==> config.mk <==
export PLATFORM = sky130hd
export DESIGN_NAME = sts_tracker
export DESIGN_NICKNAME = d
export VERILOG_FILES = /design/src/hw/sts_pkg.sv /design/src/hw/sts_tracker.sv
export SDC_FILE = /design/constraint.sdc
export NUM_CORES = 1
export LEC_CHECK = 0
export ABC_AREA = 1
export BUFFER_PORTS_ARGS = -buffer_cell sky130_fd_sc_hd__buf_2
export CORE_AREA = 2 2 341 343
export CTS_BUF_LIST = sky130_fd_sc_hd__clkbuf_8
export CTS_CLUSTER_SIZE = 20
export DETAILED_ROUTE_END_ITERATION = 7
export DIE_AREA = 0 0 343 345
export PLACE_DENSITY = 0.54
export SLEW_MARGIN = 25
export SYNTH_ARGS = -nofsm -noshare
export SYNTH_HDL_FRONTEND = slang
export SYNTH_SLANG_ARGS = --single-unit
export TNS_END_PERCENT = 30
==> constraint.sdc <==
create_clock -name sys_clk -period 3.3 [get_ports sys_clk]
set_clock_uncertainty 0.05 [all_clocks]
set_input_delay 0.99 -clock sys_clk [delete_from_list [all_inputs] [get_ports sys_clk]]
set_output_delay 0.99 -clock sys_clk [all_outputs]
set_load 0.01 [all_outputs]
==> src/hw/sts_pkg.sv <==
package sts_pkg;

  // ***********************************************************
  // register map of the control port
  // ***********************************************************
  localparam logic [7:0] ADDR_CTRL = 8'h00;
  localparam logic [7:0] ADDR_FEAT_LO = 8'h04;
  localparam logic [7:0] ADDR_FEAT_HI = 8'h08;
  localparam logic [7:0] ADDR_VCS = 8'h0C;
  localparam logic [7:0] ADDR_INUSE_LO = 8'h10;
  localparam logic [7:0] ADDR_INUSE_HI = 8'h14;
  localparam logic [7:0] ADDR_CHG_LO = 8'h18;
  localparam logic [7:0] ADDR_CHG_HI = 8'h1C;
  localparam logic [7:0] ADDR_STATUS = 8'h20;

  // control register fields
  localparam int unsigned CTRL_OS_EN = 0;
  localparam int unsigned CTRL_MODE64 = 1;
  localparam int unsigned CTRL_TRACK = 2;
  localparam int unsigned CTRL_TS = 3;
  localparam logic [3:0] CTRL_RST = 4'h4;
  localparam logic [63:0] FEAT_RST = 64'h0000_0000_0000_0003;
  localparam logic [31:0] VCS_RST = 32'h0000_1F80;

  // ***********************************************************
  // initial-configuration values and save-area layout
  // ***********************************************************
  localparam logic [15:0] FCW_INIT = 16'h037F;
  localparam logic [15:0] FSW_INIT = 16'h0000;
  localparam logic [15:0] FTW_INIT = 16'hFFFF;
  localparam logic [15:0] SEL_INIT = 16'h0000;
  localparam int unsigned NTRACK = 10;
  localparam logic [63:0] HDR_OFF = 64'h0000_0000_0000_0200;
  localparam logic [5:0] ALIGN_LOW = 6'h00;
  localparam logic [5:0] LAST_COMP = 6'h3E;
  localparam logic [5:0] COMP_SSE = 6'h01;
  localparam logic [5:0] COMP_AVX = 6'h02;
  localparam logic [31:0] SEL_FEAT = 32'h0000_0000;
  localparam logic [31:0] SEL_INUSE = 32'h0000_0001;

  typedef enum logic [2:0] {
    OP_NONE, OP_RESTORE, OP_PLAIN_SAVE, OP_OPT_SAVE, OP_COMPACT_SAVE, OP_SUP_SAVE, OP_XREAD
  } sts_op_e;

  typedef enum logic [1:0] {FLT_NONE, FLT_UD, FLT_NM, FLT_GP} sts_fault_e;

  typedef enum logic [2:0] {S_IDLE, S_HDR_RD, S_HDR_DATA, S_COMP, S_DONE} sts_state_e;

  typedef struct packed {
    logic valid;
    sts_op_e op;
    logic [31:0] sel;
    logic [63:0] mask;
    logic [63:0] area_addr;
    logic [1:0] current_privilege_level;
    logic nonroot;
    logic [63:0] comp_bv;
    logic [63:0] state_bv;
  } sts_cmd_s;

  typedef struct packed {
    logic [15:0] fp_control_word, fp_status_word, fp_tag_word, fcs, fds;
    logic fip_zero, fdp_zero;
    logic [7:0] st_zero;
    logic [15:0] xmm_zero, ymmh_zero, zmmh_zero, hi16_zero;
    logic [3:0] bnd_zero;
    logic bndcfg_zero, bndsts_zero;
    logic [7:0] k_zero;
    logic [8:0] pt_zero;
    logic protection_key_rights_zero;
  } sts_regsum_s;

  typedef struct packed {
    logic done;
    sts_fault_e fault;
    logic [63:0] data;
  } sts_rsp_s;

  typedef struct packed {
    logic rd;
    logic wr;
    logic [63:0] addr;
    logic [63:0] wdata;
  } sts_mem_s;

  typedef struct packed {
    logic valid;
    logic [5:0] idx;
    logic legacy;
    logic vcs;
  } sts_store_s;

endpackage : sts_pkg

==> src/hw/sts_tracker.sv <==
// Notes on behaviour
// (RULE1) other saves may skip initial components
// (RULE2) same-area saves may skip unmodified components
// (RULE3) plain save never skips; compacted skips initial
// (RULE4) no tracking means both bitmaps all ones
// (RULE5) in-use zero only when component known initial
// (RULE6) selector-1 read returns feature mask AND in-use
// (RULE7) bit 1 forced when vector status not reset
// (RULE8) changed zero only when unchanged since restore
// (RULE9) restore records privilege, non-root, address, compaction
// (RULE10) unmodified skip needs all four context items equal
// (RULE11) floating-point stack initial values defined
// (RULE12) 128-bit vectors initial per mode, ignoring status
// (RULE13) 256-bit upper halves initial per mode
// (RULE14) bounds, bounds config, mask registers initial when zero
// (RULE15) 512-bit halves per mode; high sixteen initial outside
// (RULE16) trace and protection-key components initial when zero
// (RULE17) plain save faults: disabled, task switched, misaligned
// (RULE18) requested bitmap is feature mask AND operand
// (RULE19) header bitmap merged with in-use under request
// (RULE20) plain save writes only the header state bitmap
// (RULE21) store requested components, legacy then standard extended
// (RULE22) vector status stored when request bit 1 or 2
// (RULE23) writing non-initial value sets in-use and changed
`timescale 1ns/1ps
`default_nettype none

module sts_tracker (
  input wire logic sys_clk,
  input wire logic rst_n,
  input wire logic [7:0] reg_addr,
  input wire logic [31:0] reg_wdata,
  input wire logic reg_wr,
  input wire logic reg_rd,
  output logic [31:0] reg_rdata,
  input wire sts_pkg::sts_cmd_s cmd,
  input wire logic [63:0] state_write,
  input wire sts_pkg::sts_regsum_s regsum,
  input wire logic [63:0] mem_rdata,
  output var sts_pkg::sts_rsp_s rsp,
  output var sts_pkg::sts_mem_s mem_req,
  output var sts_pkg::sts_store_s store,
  output logic busy
);

  // ***********************************************************
  // control registers
  // ***********************************************************
  logic [3:0] ctrl;
  logic [63:0] feat, in_use, changed;
  logic [31:0] vcs;
  sts_pkg::sts_fault_e last_fault;
  sts_pkg::sts_state_e state;
  wire os_en = ctrl[sts_pkg::CTRL_OS_EN];
  wire mode64 = ctrl[sts_pkg::CTRL_MODE64];
  wire track = ctrl[sts_pkg::CTRL_TRACK];
  wire ts_flag = ctrl[sts_pkg::CTRL_TS];
  // address decode for writes
  wire wr_ctrl = reg_wr && (reg_addr == sts_pkg::ADDR_CTRL);
  wire wr_flo = reg_wr && (reg_addr == sts_pkg::ADDR_FEAT_LO);
  wire wr_fhi = reg_wr && (reg_addr == sts_pkg::ADDR_FEAT_HI);
  wire wr_vcs = reg_wr && (reg_addr == sts_pkg::ADDR_VCS);
  wire [31:0] status_word = {27'h0000000, last_fault, 2'h0, busy};

  // read mux; unmapped addresses read as zero
  logic [31:0] next_rdata;
  always_comb begin
    if (reg_addr == sts_pkg::ADDR_CTRL) next_rdata = {28'h0000000, ctrl};
    else if (reg_addr == sts_pkg::ADDR_FEAT_LO) next_rdata = feat[31:0];
    else if (reg_addr == sts_pkg::ADDR_FEAT_HI) next_rdata = feat[63:32];
    else if (reg_addr == sts_pkg::ADDR_VCS) next_rdata = vcs;
    else if (reg_addr == sts_pkg::ADDR_INUSE_LO) next_rdata = in_use[31:0];
    else if (reg_addr == sts_pkg::ADDR_INUSE_HI) next_rdata = in_use[63:32];
    else if (reg_addr == sts_pkg::ADDR_CHG_LO) next_rdata = changed[31:0];
    else if (reg_addr == sts_pkg::ADDR_CHG_HI) next_rdata = changed[63:32];
    else if (reg_addr == sts_pkg::ADDR_STATUS) next_rdata = status_word;
    else next_rdata = 32'h00000000;
  end
  // read data stands only in the cycle after the read strobe
  always_ff @(posedge sys_clk or negedge rst_n) begin
    if (!rst_n) reg_rdata <= 32'h00000000;
    else reg_rdata <= reg_rd ? next_rdata : 32'h00000000;
  end
  // software-written configuration steering the save path
  always_ff @(posedge sys_clk or negedge rst_n) begin
    if (!rst_n) begin
      ctrl <= sts_pkg::CTRL_RST;
      feat <= sts_pkg::FEAT_RST;
      vcs <= sts_pkg::VCS_RST;
    end else begin
      if (wr_ctrl) ctrl <= reg_wdata[3:0];
      if (wr_flo) feat[31:0] <= reg_wdata;
      if (wr_fhi) feat[63:32] <= reg_wdata;
      if (wr_vcs) vcs <= reg_wdata;
    end
  end

  // ***********************************************************
  // initial-configuration detection
  // ***********************************************************
  logic [sts_pkg::NTRACK-1:0] comp_init;
  assign comp_init[0] = (regsum.fp_control_word == sts_pkg::FCW_INIT) && (regsum.fp_status_word == sts_pkg::FSW_INIT)
    && (regsum.fp_tag_word == sts_pkg::FTW_INIT) && (regsum.fcs == sts_pkg::SEL_INIT)
    && (regsum.fds == sts_pkg::SEL_INIT) && regsum.fip_zero && regsum.fdp_zero
    && (&regsum.st_zero); // RULE11
  // the vector status word is deliberately left out of component 1
  assign comp_init[1] = mode64 ? &regsum.xmm_zero : &regsum.xmm_zero[7:0]; // RULE12
  assign comp_init[2] = mode64 ? &regsum.ymmh_zero : &regsum.ymmh_zero[7:0]; // RULE13
  assign comp_init[3] = &regsum.bnd_zero; // RULE14
  assign comp_init[4] = regsum.bndcfg_zero && regsum.bndsts_zero; // RULE14
  assign comp_init[5] = &regsum.k_zero; // RULE14
  assign comp_init[6] = mode64 ? &regsum.zmmh_zero : &regsum.zmmh_zero[7:0]; // RULE15
  assign comp_init[7] = mode64 ? &regsum.hi16_zero : 1'b1; // RULE15
  assign comp_init[8] = &regsum.pt_zero; // RULE16
  assign comp_init[9] = regsum.protection_key_rights_zero; // RULE16

  // ***********************************************************
  // command acceptance
  // ***********************************************************
  wire idle = (state == sts_pkg::S_IDLE);
  wire cmd_go = cmd.valid && idle;
  wire restore_go = cmd_go && (cmd.op == sts_pkg::OP_RESTORE);
  wire plain_go = cmd_go && (cmd.op == sts_pkg::OP_PLAIN_SAVE);
  wire [63:0] cmd_requested_component_bitmap = feat & cmd.mask; // RULE18

  // ***********************************************************
  // in-use and changed bitmaps
  // ***********************************************************
  // bits beyond the tracked components are held at one, which is
  // always safe: a one only costs a save that could have been skipped
  logic [63:0] next_in_use, next_changed;
  genvar gi;
  generate
    for (gi = 0; gi < 64; gi++) begin : g_track
      if (gi < sts_pkg::NTRACK) begin : g_on
        assign next_in_use[gi] = !track || state_write[gi] || !comp_init[gi]
          || (restore_go && cmd_requested_component_bitmap[gi] && cmd.state_bv[gi]); // RULE5 RULE23
        // a write in the same cycle as a restore wins over the clear
        assign next_changed[gi] = !track || state_write[gi]
          || (restore_go ? !cmd_requested_component_bitmap[gi] : changed[gi]); // RULE8 RULE23
      end else begin : g_off
        assign next_in_use[gi] = 1'b1; // RULE4
        assign next_changed[gi] = 1'b1; // RULE4
      end
    end
  endgenerate

  always_ff @(posedge sys_clk or negedge rst_n) begin
    if (!rst_n) begin
      in_use <= {64{1'b1}};
      changed <= {64{1'b1}};
    end else begin
      in_use <= next_in_use;
      changed <= next_changed;
    end
  end

  // ***********************************************************
  // last restore context
  // ***********************************************************
  logic ctx_valid, ctx_nonroot;
  logic [1:0] ctx_cpl;
  logic [63:0] ctx_addr, ctx_comp;
  // every restore overwrites the context, even with tracking off
  always_ff @(posedge sys_clk or negedge rst_n) begin
    if (!rst_n) begin
      ctx_valid <= 1'b0;
      ctx_cpl <= 2'h0;
      ctx_nonroot <= 1'b0;
      ctx_addr <= 64'h0000_0000_0000_0000;
      ctx_comp <= 64'h0000_0000_0000_0000;
    end else if (restore_go) begin
      ctx_valid <= track; // RULE9
      ctx_cpl <= cmd.current_privilege_level;
      ctx_nonroot <= cmd.nonroot;
      ctx_addr <= cmd.area_addr;
      ctx_comp <= cmd.comp_bv;
    end
  end

  wire ctx_match = ctx_valid && (ctx_cpl == cmd.current_privilege_level) && (ctx_nonroot == cmd.nonroot)
    && (ctx_addr == cmd.area_addr) && (ctx_comp == cmd.comp_bv); // RULE10
  // ***********************************************************
  // skip bitmaps and extended-control read
  // ***********************************************************
  wire [63:0] init_skip = ~in_use & cmd_requested_component_bitmap; // RULE1
  wire [63:0] mod_skip = ctx_match ? (~changed & cmd_requested_component_bitmap) : 64'h0000_0000_0000_0000; // RULE2
  wire [63:0] opt_skip = init_skip | mod_skip;
  wire vcs_dirty = feat[1] && (vcs != sts_pkg::VCS_RST);
  wire [63:0] inuse_read = (feat & in_use) | {62'h0, vcs_dirty, 1'b0}; // RULE6 RULE7
  wire [63:0] xread_data = (cmd.sel == sts_pkg::SEL_INUSE) ? inuse_read
    : (cmd.sel == sts_pkg::SEL_FEAT) ? feat : 64'h0000_0000_0000_0000;
  // compacted save uses only the initial skip
  wire [63:0] quick_data = (cmd.op == sts_pkg::OP_COMPACT_SAVE) ? init_skip // RULE3
    : ((cmd.op == sts_pkg::OP_OPT_SAVE) || (cmd.op == sts_pkg::OP_SUP_SAVE)) ? opt_skip
    : (cmd.op == sts_pkg::OP_XREAD) ? xread_data : 64'h0000_0000_0000_0000;
  // fault priority: disabled, then task switched, then alignment
  wire sts_pkg::sts_fault_e plain_fault = !os_en ? sts_pkg::FLT_UD
    : ts_flag ? sts_pkg::FLT_NM
    : (cmd.area_addr[5:0] != sts_pkg::ALIGN_LOW) ? sts_pkg::FLT_GP : sts_pkg::FLT_NONE; // RULE17

  // ***********************************************************
  // plain save sequencer
  // ***********************************************************
  logic [63:0] requested_component_bitmap_q, area_q;
  logic [5:0] idx, next_idx;
  sts_pkg::sts_state_e next_state;
  sts_pkg::sts_rsp_s next_rsp;
  sts_pkg::sts_mem_s next_mem;
  sts_pkg::sts_store_s next_store;
  // header merge: untouched where not requested, in-use where requested
  wire [63:0] hdr_merge = (mem_rdata & ~requested_component_bitmap_q) | (in_use & requested_component_bitmap_q); // RULE19
  wire vcs_req = requested_component_bitmap_q[sts_pkg::COMP_SSE] || requested_component_bitmap_q[sts_pkg::COMP_AVX];
  always_comb begin
    next_state = state;
    next_idx = idx;
    next_rsp = '0;
    next_mem = '0;
    next_store = '0;
    case (state)
      sts_pkg::S_IDLE: begin
        if (plain_go) begin
          next_rsp.fault = plain_fault;
          if (plain_fault != sts_pkg::FLT_NONE) begin
            next_rsp.done = 1'b1;
          end else begin
            next_state = sts_pkg::S_HDR_RD;
            next_mem.rd = 1'b1;
            next_mem.addr = cmd.area_addr + sts_pkg::HDR_OFF;
          end
        end else if (cmd_go && (cmd.op != sts_pkg::OP_NONE)) begin
          next_rsp.done = 1'b1;
          next_rsp.data = quick_data;
        end
      end
      sts_pkg::S_HDR_RD: begin
        next_state = sts_pkg::S_HDR_DATA;
      end
      sts_pkg::S_HDR_DATA: begin
        // only the state bitmap word is written; compaction word untouched
        next_mem.wr = 1'b1; // RULE20
        next_mem.addr = area_q + sts_pkg::HDR_OFF;
        next_mem.wdata = hdr_merge;
        next_idx = 6'h00;
        next_state = sts_pkg::S_COMP;
      end
      sts_pkg::S_COMP: begin
        // one slot per component keeps timing fixed at the cost of idle slots
        next_store.vcs = (idx == sts_pkg::COMP_SSE) && vcs_req; // RULE22
        next_store.valid = requested_component_bitmap_q[idx] || next_store.vcs; // RULE3 RULE21
        next_store.idx = idx;
        next_store.legacy = (idx < sts_pkg::COMP_AVX); // RULE21
        next_idx = idx + 6'h01;
        if (idx == sts_pkg::LAST_COMP) next_state = sts_pkg::S_DONE;
      end
      sts_pkg::S_DONE: begin
        next_rsp.done = 1'b1;
        next_state = sts_pkg::S_IDLE;
      end
      default: next_state = sts_pkg::S_IDLE;
    endcase
  end

  // sequencer and answer registers
  always_ff @(posedge sys_clk or negedge rst_n) begin
    if (!rst_n) begin
      state <= sts_pkg::S_IDLE;
      idx <= 6'h00;
      rsp <= '0;
      mem_req <= '0;
      store <= '0;
      busy <= 1'b0;
    end else begin
      state <= next_state;
      idx <= next_idx;
      rsp <= next_rsp;
      mem_req <= next_mem;
      store <= next_store;
      busy <= (next_state != sts_pkg::S_IDLE);
    end
  end

  // operands captured when a plain save starts
  always_ff @(posedge sys_clk or negedge rst_n) begin
    if (!rst_n) begin
      requested_component_bitmap_q <= 64'h0000_0000_0000_0000;
      area_q <= 64'h0000_0000_0000_0000;
      last_fault <= sts_pkg::FLT_NONE;
    end else if (plain_go) begin
      requested_component_bitmap_q <= cmd_requested_component_bitmap; // RULE18
      area_q <= cmd.area_addr;
      last_fault <= plain_fault;
    end
  end
endmodule : sts_tracker

`default_nettype wire

Word level (Yosys, flattened, before mapping)
Index checks and enable logic that the tools add are counted.

Bits in registers: 630. Latch bits: 0. RAM bits: 0. Memory bits (read-only): 0. Bits of input ports: 645. Output and inout bits: 239. Word-level logic and storage cells: 259. Memories: 0.

Add/subtract/negate cells: 3. Multiply operators: 0. Divide/modulo/power cells: 0. Magnitude comparators: 2. Equality and inequality tests: 28. Shift-type cells: 0. Mux-type cells: 57. Bitwise operators: 12. Reductions and logical operators: 128.

Operators with widths (number): $mux W64 (11); $and A64 B64 Y64 (6); $mux W32 (9); $not A64 Y64 (3); $add A64 B10 Y64 const B (2); $eq A64 B64 Y1 (2); $or A64 B64 Y64 (2); $pmux W64 S2 (1); $mux W66 (1); $or A64 B2 Y64 (1); $reduce_and A16 Y1 (4); $logic_not A16 Y1 (3); $logic_or A1 B1 Y1 (43); $logic_and A1 B1 Y1 (42); $reduce_and A8 Y1 (5); $eq A32 B1 Y1 const B (1); $eq A8 B5 Y1 const B (4); $logic_not A32 Y1 (1); $ne A32 B13 Y1 const B (1); $mux W1 (22); $logic_not A1 Y1 (21); $eq A16 B10 Y1 const B (1); $eq A16 B16 Y1 const B (1); $eq A8 B4 Y1 const B (2); 27 further kinds (41).

Logic depth before layout (Yosys ltp)
Gate-level depths: netlist of run 1.

Depth after elaboration: 12. Mapped depth: 15. Gate-level depth less buffers: 14.

Worst setup path before layout of run 1
No wires, ideal clock.

Kind: input to register. From: input cmd[140] in the netlist's numbering. To: register mem_req[123] in the netlist's numbering. Library setup time: 121 ps. Data arrival time: 2307 ps. Required time: 3129 ps. Slack: 822 ps. Cell stages on the path: 11. Path buffers: 0. Cell sequence: ha_1 -> nand3_2 -> nor2_4 -> nand2_4 -> nor3_4 -> nand2_2 -> nor2_4 -> nand4_4 -> nand3b_4 -> nand3_2 -> o21ai_2.

RTL lines: start, declared (line sts_tracker.sv:36) `input wire sts_pkg::sts_cmd_s cmd,`; end signal, assigned (line sts_tracker.sv:277) `mem_req <= next_mem;`; end, declared (line sts_tracker.sv:41) `output var sts_pkg::sts_mem_s mem_req,`.

==> impl_metrics.toml, run 1 <==
[routing]
vias_per_cell = 4.796
wl_met3_um = 10320
vias = 29840
wl_met2_um = 64840
wirelength_met1_um = 62080
initialDrtViolationCount = 2518
detailedRoute.firstPassIterationCount = 6
drt-total-wl_um = 142200
drcViolationCount = 0
routed_wire_length_per_instance_um = 22.86
topRoutingLayerUsed = "met5"
postRouteAntennaNets = 0

[power]
vdd_drop_max_v = 0.0003420
pwr-share-comb_pct = 26.8
pwr-share-seq_pct = 42.0
power_report.internal_total_mw = 16.55
power_density_mw_per_mm2 = 660.1
power.static_leakage_nw = 19.55
net-switching-power_mw = 9.449
finalPower_mw = 26.00
power_switching_share_pct = 36.34
clock_power_share_pct = 31.2

[grt]
first_pass_grt_wire_length_um = 201600
track_usage_pct = 23.49
grt_max_degree = 108
globalRouteOverflowTotal = 0
antenna_found_initial = 59
number_of_global_route_vias_before_repair = 29010

[synthesis]
seq_total_area_yosys_pct = 51.74
synth.top_cell.area_share_pct = 49.25
mappedNetlistArea_mm2 = 0.03054
yosys_most_used_dff = "sky130_fd_sc_hd__dfrtp_1"
synth.largest_area_cell = "sky130_fd_sc_hd__dfrtp_1"
synthTopCellsByCount = "794 x sky130_fd_sc_hd__nand2_1, 601 x sky130_fd_sc_hd__dfrtp_1, 473 x sky130_fd_sc_hd__o21ai_0"
postSynthRegisterBits = 630
postSynthCellCount = 3733
synth_fp_nets = 4383
synth_edf_count = 0
synth.yosys.warnings = 0
netlist-cell-type-count = 59
yosysMostFrequentCell = "sky130_fd_sc_hd__nand2_1"
asyncSetResetFlopFracSynth_pct = 100.0
synth_area_leaders = "sky130_fd_sc_hd__dfrtp_1 49%, sky130_fd_sc_hd__nand2_1 9.8%, sky130_fd_sc_hd__o21ai_0 7.8%"
post_synth.cell_area_avg_um2 = 8.181

[floorplanning]
start_util_pct = 26.53
floorplan.die.height_um = 345
std_cell_rows = 125
die_outline_width_um = 343
design.portCount = 884
die_area_mm2 = 0.1183
fp.coreArea_mm2 = 0.1151

[placed_design]
finalWeightedCongestion = 0.9333
port-buffer-count = 775
placed_cell_area_mm2 = 0.03676
hpwl_um = 112800

[critical_path]
path_max_fanout = 6
cp-end-kind = "flop"
crit_required_ns = 3.93
crit_type = "reg -> reg"
start_kind = "flop"
cells_on_worst_reg2reg_path = 12
arrival_ns = 3.25

[sta]
hold_viol_final = 0
final_period_minus_worst_setup_slack_ns = 2.621
timing_worst_slew_pin_value_ns = 0.8158
post-route-period-util_pct = 79.43
fin_worst_hold_slack_ns = 0.09016
finalSetupViolations = 0
final-max-slew-violation-count = 0
setup_total_negative_slack_ns = 0
clock.fmax_ghz = 0.3815
rsz0062_at_grt = "no"
slew_headroom_pct = 45.56

[cts]
cts-root-to-sink-buffers = 3
cts_root_cell = "sky130_fd_sc_hd__clkbuf_8"
cts.repair.resized = 0
tritoncts_clock_tree = "done"
cts.reportedPaths.clkPinSlew_ns = 0.07
cts_hold_buffers = 0
cts_num_sinks = 630
postCtsSetupBuffers = 0
clk_latency_ns = 0.83
number_of_levels_in_the_clock_h_tree = 3
cts_inserted_buffers = 115

[outcome]
result_of_the_run = "finished clean"

[finish]
synthToLayoutAreaGrowth_pct = 28.97
finalInstanceArea_mm2 = 0.03939
multiInputGateArea_mm2 = 0.01249
fillers = 12360
num-nets-final = 5221
final_util_pct = 34.22
seq_area_mm2 = 0.01580
drive_above_1_share_pct = 25.89

[job]
max_cap_violations = 0

[min_path]
worst_hold_path_type = "in -> async"
[registers in the layout, summed over array words and instances (netlist names), 32 cells and up]
signal,flops
ctx_addr,64
ctx_comp,64
vcs,32
requested_component_bitmap_q,64
mem_req,130
feat,64
reg_rdata,32
rsp,67
area_q,64
[layout make-up]
cell class | count | share of cell area (%)
sequential | 630 | 40.12
inverter | 425 | 4.063
tap | 1524 | 4.841
clock inverter | 58 | 1.077
timing repair buffer | 878 | 12.60
clock buffer | 154 | 5.382
antenna | 31 | 0.1970
multi-input combinational | 2521 | 31.72
[metal layers]
metal	vias to the layer above	GRT usage, %
li1	13990	-
met1	14260	32.02
met2	1300	36.93
met3	270	4.491
met4	22	8.520
met5	-	0
[kinds of logic (layout without fill, tap and decap cells)]
kind of cell | count (synthesis) | after routing | synth area share, %
simple gates | 1680 | 1680 | 25.07
compound gates | 762 | 762 | 13.25
flops | 630 | 630 | 51.74
buf+inv | 582 | 1515 | 7.420
xor+xnor | 52 | 52 | 1.491
mux | 22 | 22 | 0.8113
fa+ha+maj | 5 | 5 | 0.2049
other cells | 0 | 31 | 0
[stage by stage]
stage,worst slack [ns],cells
6_report,0.6787,6221
5_1_grt,0.4890,6212
4_1_cts,0.6740,6190
3_5_place_dp,0.1886,5978
3_3_place_gp,0.1952,5978
2_1_floorplan,0.8219,3733
[placed cells by master, fill, tap and decap left out, drive strengths merged]
master,n
o22ai,27
nor4b,1
nand3,186
dfstp,29
or2,8
clkbuf,154
nor3,71
dfrtp,601
nor4,40
a31oi,3
o211ai,18
nand4,80
o2111ai,5
clkinv,13
buf,878
o21ai,518
nor2,418
diode,31
a211oi,22
or4,2
o221ai,4
a32o,1
bufinv,3
ha,5
a311o,1
o32ai,7
and3,2
mux2,22
nand3b,5
inv,467
o31ai,4
a21oi,150
and2,2
nand2,810
xnor2,20
xor2,32
o41ai,1
o21bai,1
nor3b,55
[worst max-delay path, cell delays in order (launching register included)]
cell and delay (ns):
sky130_fd_sc_hd__dfrtp_1 0.47, sky130_fd_sc_hd__ha_1 0.25, sky130_fd_sc_hd__nand3_2 0.19, sky130_fd_sc_hd__nor3_4 0.24, sky130_fd_sc_hd__inv_2 0.10, sky130_fd_sc_hd__nor2_8 0.17, sky130_fd_sc_hd__nand4_1 0.18, sky130_fd_sc_hd__nor2_1 0.25
sky130_fd_sc_hd__nand2_1 0.10, sky130_fd_sc_hd__nor2_1 0.25, sky130_fd_sc_hd__nand3_1 0.11, sky130_fd_sc_hd__nand2_1 0.07, sky130_fd_sc_hd__o21ai_1 0.06
[power groups by stage]
stage	Clock, mW	Sequential [mW]	Combinational, mW
final	8.11	10.9	6.97
after detailed placement	0	11.0	6.99
after global placement	0	11.0	6.90
after floorplan	0	10.9	3.70
after global routing	8.68	11.1	7.83
after CTS	8.34	10.9	7.02
[path summary, 6_finish.rpt]
path                                  from           end  slack (ns)
worst max-delay path             area_q[9]  mem_req[127]        0.68
worst min-delay path                 rst_n      feat[47]        0.09
worst max register to register   area_q[9]  mem_req[127]        0.68
worst min register to register   area_q[1]   mem_req[65]        0.44
max in group asynchronous            rst_n      feat[24]        2.19
min in group sys_clk            regsum[18]     in_use[4]        0.33
Power figures use the tool's default switching activity.
==> inputs of run 2 (changes only) <==
--- a/config.mk
+++ b/config.mk
@@ -12,7 +12,7 @@
 export CTS_CLUSTER_SIZE = 20
 export DETAILED_ROUTE_END_ITERATION = 7
 export DIE_AREA = 0 0 343 345
-export PLACE_DENSITY = 0.54
+export PLACE_DENSITY = 0.55
 export SLEW_MARGIN = 25
 export SYNTH_ARGS = -nofsm -noshare
 export SYNTH_HDL_FRONTEND = slang
==> constraint.sdc (replaced) <==
create_clock -name sys_clk -period 2.4 [get_ports sys_clk]
set_clock_uncertainty 0.05 [all_clocks]
set_input_delay 0.72 -clock sys_clk [delete_from_list [all_inputs] [get_ports sys_clk]]
set_output_delay 0.72 -clock sys_clk [all_outputs]
set_load 0.01 [all_outputs]
==> run 2 against run 1 <==
Sequential power is 39% higher. Utilization increased by 1.9 points. Total power rose by 39%. Setup slack got worse by 0.59 ns. Die area did not move. First-iteration DRC count increased by 11%. Via count increased by 4.0%. Critical path depth down 1. Maximum frequency rose by 13%. Global-route usage up 0.64 points.
==> impl_metrics.toml, run 2 (synthesis gave the netlist of run 1 again) <==
[power]
finalPower_mw = 36.26
net-switching-power_mw = 13.35
power_switching_share_pct = 36.83
power_report.internal_total_mw = 22.91
vdd_drop_max_v = 0.0004386
pwr-share-comb_pct = 28.3
pwr-share-seq_pct = 41.6
power_density_mw_per_mm2 = 871.0
power.static_leakage_nw = 20.91
clock_power_share_pct = 30.1

[finish]
synthToLayoutAreaGrowth_pct = 36.32
top_registers = "mem_req (130), rsp (67)"
drive_above_1_share_pct = 30.10
final_cell_count_no_fill = 6481
mostFrequentLayoutCell = "sky130_fd_sc_hd__nand2_1"
multiInputGateArea_mm2 = 0.01255
max_ffs_per_register = 130
regMostFlops = "mem_req"
final_util_pct = 36.17
finalInstanceArea_mm2 = 0.04163
fillers = 12300
num-nets-final = 5490
layout.cells.most_common_list = "789 x sky130_fd_sc_hd__nand2_1, 774 x sky130_fd_sc_hd__buf_2, 600 x sky130_fd_sc_hd__dfrtp_1"
seq_area_mm2 = 0.01580

[critical_path]
worst_reg2reg_path_startpoint = "area_q[29]"
critical-path-slowest-cell = "sky130_fd_sc_hd__dfrtp_1"
path_max_fanout = 4
timing.critical_path.from = "area_q[29]"
cp-end-kind = "flop"
timing.critical_path.slowest_cell_delay_ns = 0.40
crit_type = "reg -> reg"
crit_required_ns = 3.07
start_kind = "flop"
arrival_ns = 2.98
crit_chain = "inv_1 -> nor3_2 -> inv_1 -> nor2_1 -> nand2_1 -> nor3_1 -> buf_4 -> nand3_1 -> xor2_1 -> o22ai_1 -> buf_4"

[grt]
first_pass_grt_wire_length_um = 207000
globalRouteOverflowTotal = 0
track_usage_pct = 24.13
grt_max_degree = 74
number_of_global_route_vias_before_repair = 29930
antenna_found_initial = 45

[sta]
timing_worst_slew_pin_value_ns = 0.6739
post-route-worst-setup-slack_ns = 0.08512
hold_viol_final = 0
fin_worst_hold_slack_ns = 0.1071
final_period_minus_worst_setup_slack_ns = 2.315
final-max-slew-violation-count = 0
rsz0062_at_grt = "no"
slew_headroom_pct = 54.48
setup_total_negative_slack_ns = 0
finalSetupViolations = 0
post-route-period-util_pct = 96.45
clock.fmax_ghz = 0.4320

[placed_design]
hpwl_um = 117300
port-buffer-count = 775
placed_cell_area_mm2 = 0.03900
pre_cts_slack_ns = -0.5576
dp.cells = 6244
finalWeightedCongestion = 0.9548

[min_path]
worst_hold_path_type = "in -> reg"
min-delay-start = "cmd[94]"

[routing]
detailedRoute.firstPassIterationCount = 6
routed_wire_length_per_instance_um = 22.63
vias = 31040
initialDrtViolationCount = 2784
vias_per_cell = 4.790
drcViolationCount = 0
drt-total-wl_um = 146600
postRouteAntennaNets = 0

[cts]
clk_latency_ns = 0.82
cts_inserted_buffers = 113
cts_root_cell = "sky130_fd_sc_hd__clkbuf_8"
cts_num_sinks = 630
number_of_levels_in_the_clock_h_tree = 3
cts.reportedPaths.clkPinSlew_ns = 0.06
cts-root-to-sink-buffers = 3
tritoncts_clock_tree = "done"

[floorplanning]
die_area_mm2 = 0.1183
start_util_pct = 26.53
design.portCount = 884
die_outline_width_um = 343
fp.coreArea_mm2 = 0.1151
floorplan.die.height_um = 345
std_cell_rows = 125

[job]
max_cap_violations = 0

[outcome]
result_of_the_run = "finished clean"
## run 2: power groups by stage
stage | Clock [mW] | Sequential, mW | Combinational, mW
final | 10.9 | 15.1 | 10.3
after global routing | 11.7 | 15.4 | 11.4
after CTS | 11.2 | 15.1 | 10.3
after detailed placement | 0 | 15.2 | 10.2
after global placement | 0 | 15.2 | 10.1
after floorplan | 0 | 15.1 | 5.08
## run 2: what timing repair did
| action | in CTS | in global routing |
|---|---|---|
| endpoints found under the hold margin | 24 | 0 |
| cloned | 0 | 1 |
| setup endpoints to repair | 1 | 55 |
| pin swaps | 0 | 7 |
| buffers inserted | 0 | 0 |
| hold buffers | 4 | 0 |
| resized for setup | 1 | 20 |
## run 2: path summary, 6_finish.rpt
| check | slack [ns] | to | cells past startpoint |
|---|---|---|---|
| max | 0.09 | mem_req[125] | 11 |
| min | 0.11 | ctx_comp[30] | 3 |
| max reg2reg | 0.09 | mem_req[125] | 11 |
| min reg2reg | 0.43 | mem_req[68] | 2 |
| max in group asynchronous | 0.99 | in_use[5] | 3 |
| min in group asynchronous | 0.44 | mem_req[33] | 2 |
## run 2: cell type report
class / count / share of cell area, %
Sequential cell: 630 / 37.96
Inverter: 425 / 3.844
Clock inverter: 60 / 1.031
Multi-Input combinational cell: 2521 / 30.15
Clock buffer: 146 / 4.827
Timing Repair Buffer: 1149 / 17.45
Tap cell: 1524 / 4.580
Antenna cell: 26 / 0.1563
## run 2: metal layers
metal | vias up | part of all wire, % | track usage, %
met3 | 265 | 6.8 | 4.013
met4 | 26 | 3.6 | 9.010
met1 | 14920 | 44 | 33.67
met5 | - | 0.13 | 0
li1 | 14520 | - | -
met2 | 1314 | 45 | 37.35
## run 2: worst max-delay path, delay by kind of cell (launching register included)
kind	cells	cell delay (ns)
simple gates	5	0.88
flops	1	0.40
buf+inv	4	0.55
xor+xnor	1	0.22
compound gates	1	0.11
